## config.mk

```make
export PLATFORM = sky130hd
export DESIGN_NAME = fcc_frame_check
export DESIGN_NICKNAME = d
export VERILOG_FILES = /design/src/fcc_pkg.sv /design/src/fcc_crc_byte.sv /design/src/fcc_frame_check.sv
export SDC_FILE = /design/constraint.sdc
export NUM_CORES = 1
export LEC_CHECK = 0
export ABC_AREA = 1
export ABC_CLOCK_PERIOD_IN_PS = 2250
export BUFFER_PORTS_ARGS = -buffer_cell sky130_fd_sc_hd__buf_2
export CAP_MARGIN = 20
export CORE_MARGIN = 4
export CORE_UTILIZATION = 45
export CTS_CLUSTER_DIAMETER = 200
export CTS_CLUSTER_SIZE = 24
export DETAILED_ROUTE_END_ITERATION = 12
export HOLD_SLACK_MARGIN = 0.03
export PLACE_DENSITY = 0.66
export SLEW_MARGIN = 5
export SYNTH_ARGS = -nofsm -noshare
export SYNTH_HDL_FRONTEND = slang
export SYNTH_SLANG_ARGS = --single-unit
```

## constraint.sdc

```tcl
create_clock -name clk_i -period 2.25 [get_ports clk_i]
set_input_delay 0.225 -clock clk_i [delete_from_list [all_inputs] [get_ports clk_i]]
set_output_delay 0.225 -clock clk_i [all_outputs]
set_load 0.1 [all_outputs]
```

## src/fcc_pkg.sv

```systemverilog
// Shared constants and types for the frame checksum block
package fcc_pkg;

   // -------------------------------------------------------------------
   // Checksum constants
   // -------------------------------------------------------------------
   // Divisor of x^16 + x^12 + x^5 + 1, bit-reversed for lsb-first order
   localparam logic [15:0] FCC_POLY_REFL  = 16'h8408;
   localparam logic [15:0] FCC_CRC_INIT   = 16'h0000;
   localparam logic [15:0] FCC_CRC_RESID  = 16'h0000;
   localparam int          FCC_CRC_W      = 16;
   localparam int          FCC_BYTE_W     = 8;

   // -------------------------------------------------------------------
   // Frame length limits
   // -------------------------------------------------------------------
   localparam int          FCC_LEN_W      = 7;
   localparam logic [6:0]  FCC_LEN_MIN_TX = 7'h03;
   localparam logic [6:0]  FCC_LEN_MIN_RX = 7'h02;
   localparam logic [6:0]  FCC_FCS_BYTES  = 7'h02;
   localparam logic [6:0]  FCC_ONE        = 7'h01;
   localparam logic [6:0]  FCC_ZERO_LEN   = 7'h00;

   // -------------------------------------------------------------------
   // Carrier of one outgoing byte
   // -------------------------------------------------------------------
   typedef struct packed {
      logic       last;
      logic [7:0] data;
   } fcc_byte_t;

   localparam fcc_byte_t FCC_BYTE_RST = '{last: 1'b0, data: 8'h00};

endpackage
```

## src/fcc_crc_byte.sv

```systemverilog
// One byte step of the frame checksum, lsb of the byte first
module fcc_crc_byte
   import fcc_pkg::*;
(
   input  wire logic [15:0] crc_i,
   input  wire logic [7:0]  data_i,
   output logic      [15:0] crc_o
);

   logic [15:0] stage [0:8];

   assign stage[0] = crc_i;

   // -------------------------------------------------------------------
   // Bit-serial division unrolled per bit
   // -------------------------------------------------------------------
   genvar b;
   generate
      for (b = 0; b < FCC_BYTE_W; b = b + 1) begin : g_bit
         logic fb;
         assign fb = stage[b][0] ^ data_i[b]; // [RULE2] [RULE7] [RULE9]
         assign stage[b+1] = fb ? ((stage[b] >> 1) ^ FCC_POLY_REFL)
                                : (stage[b] >> 1);
      end
   endgenerate

   assign crc_o = stage[FCC_BYTE_W];

endmodule

```

## src/fcc_frame_check.sv

```systemverilog
// Frame checksum generator and checker for the transmit and receive paths
// What this block does
// RULE1 - A 16-bit cyclic check is made on send and checked on receive.
// RULE2 - The divisor is x^16 + x^12 + x^5 + 1 for both directions.
// RULE3 - Only the bytes after the length byte are covered, never the length.
// RULE4 - The 16-bit check value fills the last two bytes of each frame; on send the block appends it only with auto-insert on and length at least 3.
// RULE5 - Every received frame is checked and the outcome kept in a valid bit.
// RULE6 - On send the check bytes are appended when auto-insert is on and the length is at least 3.
// RULE7 - Check is message, first bit highest, times x^16 mod the divisor.
// RULE8 - The check field runs from the x^15 term down to the constant term.
// RULE9 - Bit b0 is sent first of the message and bit r0 first of the check.
// RULE10 - Auto-insert with length 3 to 127 covers the first N-2 bytes.
// RULE11 - The valid bit changes only at the frame end event of a reception.
// RULE12 - The remainder starts at zero and is sent without inversion.
module fcc_frame_check
   import fcc_pkg::*;
(
   input  wire logic        clk_i,
   input  wire logic        rst_i,
   input  wire logic        tx_auto_check_en_i,
   input  wire logic        tx_start_i,
   input  wire logic [6:0]  tx_len_i,
   input  wire logic        tx_src_valid_i,
   input  wire logic [7:0]  tx_src_data_i,
   output logic             tx_src_ready_o,
   output logic             tx_out_valid_o,
   output fcc_byte_t        tx_out_o,
   input  wire logic        tx_out_ready_i,
   output logic             tx_busy_o,
   input  wire logic        rx_valid_i,
   input  wire logic [7:0]  rx_data_i,
   output logic             frame_end_event_o,
   output logic             rx_check_valid_o
);

   // -------------------------------------------------------------------
   // Transmit state
   // -------------------------------------------------------------------
   typedef enum logic [2:0] {
      FCC_TX_IDLE,
      FCC_TX_HDR,
      FCC_TX_BODY,
      FCC_TX_FCS_LO,
      FCC_TX_FCS_HI
   } fcc_tx_state_t;

   fcc_tx_state_t tx_state;
   fcc_tx_state_t next_tx_state;
   logic [6:0]    tx_len;
   logic [6:0]    next_tx_len;
   logic [6:0]    tx_body;
   logic [6:0]    next_tx_body;
   logic [6:0]    tx_cnt;
   logic [6:0]    next_tx_cnt;
   logic          tx_append;
   logic          next_tx_append;
   logic [15:0]   tx_crc;
   logic [15:0]   next_tx_crc;
   logic [15:0]   tx_crc_step;
   logic          out_valid;
   logic          next_out_valid;
   fcc_byte_t     out_byte;
   fcc_byte_t     next_out_byte;
   logic          can_load;
   logic          src_take;

   fcc_crc_byte u_tx_crc (
      .crc_i  (tx_crc),
      .data_i (tx_src_data_i),
      .crc_o  (tx_crc_step)
   );

   assign can_load       = !out_valid || tx_out_ready_i;
   assign tx_src_ready_o = (tx_state == FCC_TX_BODY) && can_load;
   assign src_take       = tx_src_ready_o && tx_src_valid_i;
   assign tx_out_valid_o = out_valid;
   assign tx_out_o       = out_byte;
   assign tx_busy_o      = (tx_state != FCC_TX_IDLE) || out_valid;

   always_comb begin
      next_tx_state  = tx_state;
      next_tx_len    = tx_len;
      next_tx_body   = tx_body;
      next_tx_cnt    = tx_cnt;
      next_tx_append = tx_append;
      next_tx_crc    = tx_crc;
      next_out_valid = out_valid && !tx_out_ready_i;
      next_out_byte  = out_byte;
      case (tx_state)
         FCC_TX_IDLE: begin
            if (tx_start_i && !out_valid) begin
               next_tx_len    = tx_len_i;
               next_tx_cnt    = FCC_ZERO_LEN;
               next_tx_crc    = FCC_CRC_INIT; // [RULE12]
               // Short frames cannot hold a check field
               next_tx_append = tx_auto_check_en_i && // [RULE6] [RULE10]
                                (tx_len_i >= FCC_LEN_MIN_TX);
               next_tx_body   = next_tx_append ? tx_len_i - FCC_FCS_BYTES
                                               : tx_len_i; // [RULE10]
               next_tx_state  = FCC_TX_HDR;
            end
         end
         FCC_TX_HDR: begin
            if (can_load) begin
               // Length byte goes out but stays outside the checksum
               next_out_valid     = 1'b1;
               next_out_byte.data = {1'b0, tx_len}; // [RULE3]
               next_out_byte.last = (tx_body == FCC_ZERO_LEN) && !tx_append;
               if (tx_body != FCC_ZERO_LEN) begin
                  next_tx_state = FCC_TX_BODY;
               end else if (tx_append) begin
                  next_tx_state = FCC_TX_FCS_LO;
               end else begin
                  next_tx_state = FCC_TX_IDLE;
               end
            end
         end
         FCC_TX_BODY: begin
            if (src_take) begin
               next_out_valid     = 1'b1;
               next_out_byte.data = tx_src_data_i;
               next_tx_crc        = tx_crc_step; // [RULE1] [RULE3]
               next_tx_cnt        = tx_cnt + FCC_ONE;
               next_out_byte.last = (next_tx_cnt == tx_body) && !tx_append;
               if (next_tx_cnt == tx_body) begin
                  // Remaining buffer bytes are never read
                  next_tx_state = tx_append ? FCC_TX_FCS_LO
                                            : FCC_TX_IDLE; // [RULE6]
               end
            end
         end
         FCC_TX_FCS_LO: begin
            if (can_load) begin
               // r0 sits in bit 0 and is sent first
               next_out_valid     = 1'b1;
               next_out_byte.data = tx_crc[7:0]; // [RULE4] [RULE8] [RULE9]
               next_out_byte.last = 1'b0;
               next_tx_state      = FCC_TX_FCS_HI;
            end
         end
         FCC_TX_FCS_HI: begin
            if (can_load) begin
               next_out_valid     = 1'b1;
               next_out_byte.data = tx_crc[15:8]; // [RULE4] [RULE8]
               next_out_byte.last = 1'b1;
               next_tx_state      = FCC_TX_IDLE;
            end
         end
         default: begin
            next_tx_state = FCC_TX_IDLE;
         end
      endcase
   end

   always_ff @(posedge clk_i or posedge rst_i) begin
      if (rst_i) begin
         tx_state  <= FCC_TX_IDLE;
         tx_len    <= FCC_ZERO_LEN;
         tx_body   <= FCC_ZERO_LEN;
         tx_cnt    <= FCC_ZERO_LEN;
         tx_append <= 1'b0;
         tx_crc    <= FCC_CRC_INIT;
         out_valid <= 1'b0;
         out_byte  <= FCC_BYTE_RST;
      end else begin
         tx_state  <= next_tx_state;
         tx_len    <= next_tx_len;
         tx_body   <= next_tx_body;
         tx_cnt    <= next_tx_cnt;
         tx_append <= next_tx_append;
         tx_crc    <= next_tx_crc;
         out_valid <= next_out_valid;
         out_byte  <= next_out_byte;
      end
   end

   // -------------------------------------------------------------------
   // Receive check
   // -------------------------------------------------------------------
   typedef enum logic {
      FCC_RX_LEN,
      FCC_RX_BODY
   } fcc_rx_state_t;

   fcc_rx_state_t rx_state;
   fcc_rx_state_t next_rx_state;
   logic [6:0]    rx_len;
   logic [6:0]    next_rx_len;
   logic [6:0]    rx_left;
   logic [6:0]    next_rx_left;
   logic [15:0]   rx_crc;
   logic [15:0]   next_rx_crc;
   logic [15:0]   rx_crc_step;
   logic          rx_valid_bit;
   logic          next_rx_valid_bit;
   logic          rx_end;
   logic          next_rx_end;

   fcc_crc_byte u_rx_crc (
      .crc_i  (rx_crc),
      .data_i (rx_data_i),
      .crc_o  (rx_crc_step)
   );

   assign frame_end_event_o = rx_end;
   assign rx_check_valid_o  = rx_valid_bit;

   always_comb begin
      next_rx_state     = rx_state;
      next_rx_len       = rx_len;
      next_rx_left      = rx_left;
      next_rx_crc       = rx_crc;
      next_rx_valid_bit = rx_valid_bit;
      next_rx_end       = 1'b0;
      case (rx_state)
         FCC_RX_LEN: begin
            if (rx_valid_i) begin
               next_rx_len  = rx_data_i[FCC_LEN_W-1:0];
               next_rx_left = rx_data_i[FCC_LEN_W-1:0];
               next_rx_crc  = FCC_CRC_INIT; // [RULE3] [RULE12]
               if (rx_data_i[FCC_LEN_W-1:0] == FCC_ZERO_LEN) begin
                  next_rx_end       = 1'b1; // [RULE11]
                  next_rx_valid_bit = 1'b0; // [RULE5]
               end else begin
                  next_rx_state = FCC_RX_BODY;
               end
            end
         end
         FCC_RX_BODY: begin
            if (rx_valid_i) begin
               // Check bytes run through too; good frames leave zero
               next_rx_crc  = rx_crc_step; // [RULE1] [RULE2]
               next_rx_left = rx_left - FCC_ONE;
               if (rx_left == FCC_ONE) begin
                  next_rx_end       = 1'b1; // [RULE11]
                  next_rx_valid_bit = (rx_len >= FCC_LEN_MIN_RX) &&
                                      (rx_crc_step == FCC_CRC_RESID); // [RULE5]
                  next_rx_state     = FCC_RX_LEN;
               end
            end
         end
         default: begin
            next_rx_state = FCC_RX_LEN;
         end
      endcase
   end

   always_ff @(posedge clk_i or posedge rst_i) begin
      if (rst_i) begin
         rx_state     <= FCC_RX_LEN;
         rx_len       <= FCC_ZERO_LEN;
         rx_left      <= FCC_ZERO_LEN;
         rx_crc       <= FCC_CRC_INIT;
         rx_valid_bit <= 1'b0;
         rx_end       <= 1'b0;
      end else begin
         rx_state     <= next_rx_state;
         rx_len       <= next_rx_len;
         rx_left      <= next_rx_left;
         rx_crc       <= next_rx_crc;
         rx_valid_bit <= next_rx_valid_bit; // [RULE11]
         rx_end       <= next_rx_end;
      end
   end

endmodule

```

## Word-level counts from Yosys, hierarchy flattened

Cells that the tools add are included.
Widths: inputs -> output; s select.

- Multiplexer cells: 61
- Eq/ne operators: 16
- Bitwise logic cells: 33
- Reductions and logical operators: 29
- Add/subtract/negate cells: 3
- $lt $le $gt $ge: 2

Operator list:

| kind | count |
|---|---|
| $mux 16 | 20 |
| $pmux 16 s2 | 2 |
| $not 2->3 | 16 |
| $mux 9 | 4 |
| $pmux 9 s4 | 1 |
| $mux 7 | 5 |
| $pmux 7 s2 | 2 |
| $mux 3 | 6 |
| $logic_not 16->1 | 1 |
| $ne 2x2->1 const B | 8 |
| $xor 1x1->1 | 16 |
| $pmux 3 s5 | 1 |
| $ge 7x2->1 const B | 2 |
| $logic_not 7->1 | 2 |
| $mux 1 | 14 |
| $logic_and 1x1->1 | 8 |
| $pmux 1 s2 | 4 |
| $add 7x1->7 const B | 1 |
| $eq 7x1->1 const B | 1 |
| $eq 7x7->1 | 1 |
| $reduce_bool 7->1 | 1 |
| $sub 7x1->7 const B | 1 |
| $sub 7x2->7 const B | 1 |
| $eq 3x2->1 const B | 2 |
| other kinds (17) | 24 |

- Register bits: 84
- Input port bits: 30

## Depth between registers and ports, before layout

- Depth after elaboration: 21
- Mapped depth: 14
- Gate-level depth less buffers: 14

## Cells and area by module

Synthesis repeated with hierarchy kept, for this count alone.

- Cell total of the unflattened synthesis: 680
- Area, all modules: 4986.0 um^2

By module, submodules not included:

| module | instances | area an instance (um^2) | cells each |
|---|---|---|---|
| fcc_frame_check | 1 | 3940.0 | 462 |
| fcc_crc_byte | 2 | 523.0 | 109 |

## Least setup slack after synthesis

Ideal clock, no wire load.

- Path kind: register to register
- Start point: register out_valid (netlist: tx_out_valid_o)
- End point: register tx_state[1]
- Stages on the path, launching flop included: 10
- Data arrival time: 2.314 ns
- Period minus slack after synthesis: 2.432 ns
- Slack: -0.182 ns
- Setup time: 0.119 ns
- Buffers on the path: 1
- Cell sequence: dfrtp_1 > inv_1 > nor2_2 > nor2_4 > nand2_2 > buf_6 > a22oi_4 > nand3_2 > nand2_1 > nand2_1

- Longest elaborated chain between the ends: 6
- Elaborated cells between the ends (all ways): 11

RTL lines:

| item | RTL line | source |
|---|---|---|
| start: declaration | fcc_frame_check.sv:60 | `logic out_valid;` |
| start signal: assignment | fcc_frame_check.sv:172 | `out_valid <= next_out_valid;` |
| $logic_not 1->1 | fcc_frame_check.sv:73 | `assign can_load = !out_valid \|\| tx_out_ready_i;` |
| $logic_or 1x1->1 | fcc_frame_check.sv:73 |  |
| $logic_and 1x1->1 | fcc_frame_check.sv:74 | `assign tx_src_ready_o = (tx_state == FCC_TX_BODY) && can_load;` |
| net tx_src_ready_o | fcc_frame_check.sv:25 | `output logic tx_src_ready_o,` |
| $logic_and 1x1->1 | fcc_frame_check.sv:75 | `assign src_take = tx_src_ready_o && tx_src_valid_i;` |
| $ne 2x2->1 (no line) | - |  |
| $reduce_and 6->1 (no line) | - |  |
| end signal: assignment | fcc_frame_check.sv:166 | `tx_state <= next_tx_state;` |
| end: declaration | fcc_frame_check.sv:47 | `fcc_tx_state_t tx_state;` |

The timed path passes the listed nets, and every way through them passes these cells.
A chain may end at the register's enable or synchronous reset.

## Worst setup path after layout

- Start point: register tx_state[2]
- End point: output tx_src_ready_o

- Longest elaborated chain between the ends: 2

RTL lines:

| item | RTL line |
|---|---|
| $eq 3x2->1 | fcc_frame_check.sv:74 |
| $logic_and 1x1->1 | fcc_frame_check.sv:74 |
| end: declaration | fcc_frame_check.sv:25 |

Every way passes these cells.

==> metrics.csv <==
metric;value;unit
cts_root_buf;clkbuf_8;
antennaDiodeCount;0;
yosysSeqAreaShare;0.457;
cts_buffer_depth;2;
relSlewSlack;0.560;
rsz0062_at_grt;false;
vdd_drop_max;0.900;mV
fillers;972;
synth_flop_cell;dfrtp_1;
synth_top_family_by_area;simple AND/OR/NAND/NOR gates;
syn_avg_cell_area;8.29;um^2
p_leak;0.00248;uW
tightest_slew;653;ps
fin_setup_tns;0;ps
cts_num_sinks;82;
nets;628;
initial_core_util;0.461;
drt_wl_total;10.6;mm
drt_pass1_iterations;5;
grt_pass1_vias;3710;
clock_skew;7.94;ps
die_w;108;um
yosys_warnings;0;
ios;44;
finalSetupViolations;0;
grt_antenna_before_repair;0;
synth_cell_type_count;39;
synth_seq_cells;82;
dp_slack;200;ps
overflow;0;
status;completed;
yosys.area_share.adder;0.0139;
cp-end-kind;output pin;
netlist_area;4490;um^2
place_congestion;0.883;
yosys.area_share.simple;0.220;
drive_gt1_frac;0.147;
hp-class;input pin to register;
core_area;9730;um^2
ant_nets;0;
async_flop_share;1.00;
maxSlewViolCount;0;
p_total;7550;uW
routed_via_density;5.10;
synth-compound-area-share;0.131;
cts_tree;done;
utilization;0.520;
synthMuxAreaShare;0;
hold_viol_final;0;
numCtsBuffers;9;
critPathMaxFanout;7;
cp_slowest_stage_delay;440;ps
crit_type;register to output pin;
fin_ws;369;ps
clock.fmax;0.532;GHz
grt_max_degree;44;
finalCritPeriodShare;0.836;
place_area;4870;um^2
area_growth_syn_to_layout;12.8;%
critPathRequiredTime;2030;ps
dp_hpwl;8.03;mm
insertion_delay;360;ps
cp.arrival;1660;ps
die_y;108;um
stdcell_area;5060;um^2
io_buffers;43;
final-seq-area;2050;um^2
post_drt_wl_per_cell;14.6;um
path_cells;inv_1, nand2_2, inv_2, nand2_4, nor2_4, buf_2;
crit_slowest_cell;buf_2;
synthCells;541;
multi_input_area;2100;um^2
maxCapViolations;0;
power_density;1490;nW/um^2
row_count;36;
synth_xor_area_frac;0.104;
drc;0;
synth_nets;576;
dr.first_iter.drc_count;266;
cp-start-kind;register;
final.min_clock_period;1880;ps
synth_edf_count;0;
grt_pass1_wl;18.0;mm
die-area;11600;um^2
dr_total_vias;3729;
grt_use_total;0.197;
cts_htree_levels;3;
cts.reportedPaths.clkPinSlew;70;ps
[placed cells by master, fill, tap and decap left out, types with 4 or more instances in the layout]
master,netlist,layout
nand3_1,22,22
inv_1,67,66
o211ai_1,4,4
nand2_2,5,4
ha_1,5,5
o21ai_0,38,38
xnor2_1,16,16
a31oi_1,6,6
xor2_1,26,26
nor3_1,6,6
dfrtp_1,82,81
xnor2_2,6,6
nor2_1,43,43
a21oi_1,10,10
clkbuf_1,4,4
clkbuf_8,0,10
o22ai_1,24,24
buf_2,4,43
nand2_1,132,132
buf_4,1,7
nand4_1,5,5
[metrics by stage]
step / hold WS (ps) / instances
floorplan: 332 / 541
global placement: 289 / 712
detailed placement: 302 / 712
CTS: 94.6 / 729
global route: 97.6 / 731
finish: 97.3 / 731
[final cells by class]
cell class	count	share of cell area
Clock buffer	14	0.0302
Timing Repair Buffer	52	0.0588
Inverter	72	0.0541
Tap cell	133	0.0329
Multi-Input combinational cell	376	0.416
Sequential cell	82	0.406
Clock inverter	2	0.00247
[power by group]
group	total, uW	internal (uW)	leakage (uW)	switching [uW]
Combinational	4070	1290	0.00137	2780
Sequential	2520	2100	0.00103	428
Clock	958	432	0.0000807	526
Total	7550	3820	0.00248	3740
[routing by layer]
layer | vias up | track usage | routed length (um)
met5 | - | 0 | 0
met2 | 110 | 0.295 | 4640
met3 | 14 | 0.0480 | 623
li1 | 1871 | - | -
met1 | 1734 | 0.282 | 5220
met4 | 0 | 0.0586 | 157
[cell families after synthesis]
kind of cell | count (synthesis)
fa+ha+maj | 5
buf+inv | 83
compound gates | 95
flops | 82
simple gates | 228
xor+xnor | 48
[critical path, delay by kind of cell, from the launching register on]
| kind | cells | cell delay (ps) |
|---|---|---|
| DFF | 1 | 390 |
| buffers and inverters | 3 | 610 |
| and+or+nand+nor | 3 | 310 |
[state kept, by name, summed over array words and instances (netlist names)]
name / cells
tx_len: 7
tx_out_o: 9
rx_len: 6
rx_state: 1
tx_crc: 16
rx_check_valid_o: 1
tx_body: 6
tx_append: 1
tx_out_valid_o: 1
rx_left: 7
frame_end_event_o: 1
tx_cnt: 7
tx_state: 3
rx_crc: 16
[final timing paths]
| path | end | slack [ps] | depth (start not counted) | startpoint |
|---|---|---|---|---|
| worst max-delay path | tx_src_ready_o | 370 | 6 | tx_state[2]$_DFFE_PP0P_ |
| worst min-delay path | tx_body[5]$_DFFE_PP0P_ | 100 | 2 | tx_len_i[5] |
| worst max register to register | tx_state[0]$_DFFE_PP0P_ | 400 | 14 | tx_cnt[0]$_DFFE_PP0P_ |
| worst min register to register | rx_check_valid_o$_DFFE_PP0P_ | 480 | 2 | rx_check_valid_o$_DFFE_PP0P_ |
| max in group asynchronous | rx_left[4]$_DFFE_PP0P_ | 1180 | 4 | rst_i |
| min in group asynchronous | frame_end_event_o$_DFF_PP0_ | 440 | 3 | rst_i |
[Yosys cell counts (4+ instances only)]
cell        n  area share
a21oi_1    10       0.011
a31oi_1     6      0.0084
buf_2       4      0.0045
clkbuf_1    4      0.0033
dfrtp_1    82        0.46
ha_1        5       0.014
inv_1      67       0.056
nand2_1   132        0.11
nand2_2     5      0.0070
nand3_1    22       0.025
nand4_1     5      0.0070
nor2_1     43       0.036
nor3_1      6      0.0067
o211ai_1    4      0.0067
o21ai_0    38       0.042
o22ai_1    24       0.033
xnor2_1    16       0.031
xnor2_2     6       0.022
xor2_1     26       0.051
[what timing repair did]
| item | CTS | global route |
|---|---|---|
| buffers inserted | 0 | 2 |
| gates resized for setup | 0 | 1 |
| hold buffers | 1 | 0 |
| endpoints found under the hold margin | 20 | 0 |
| endpoints found under the setup margin | 0 | 4 |
Power figures use the tool's default switching activity.
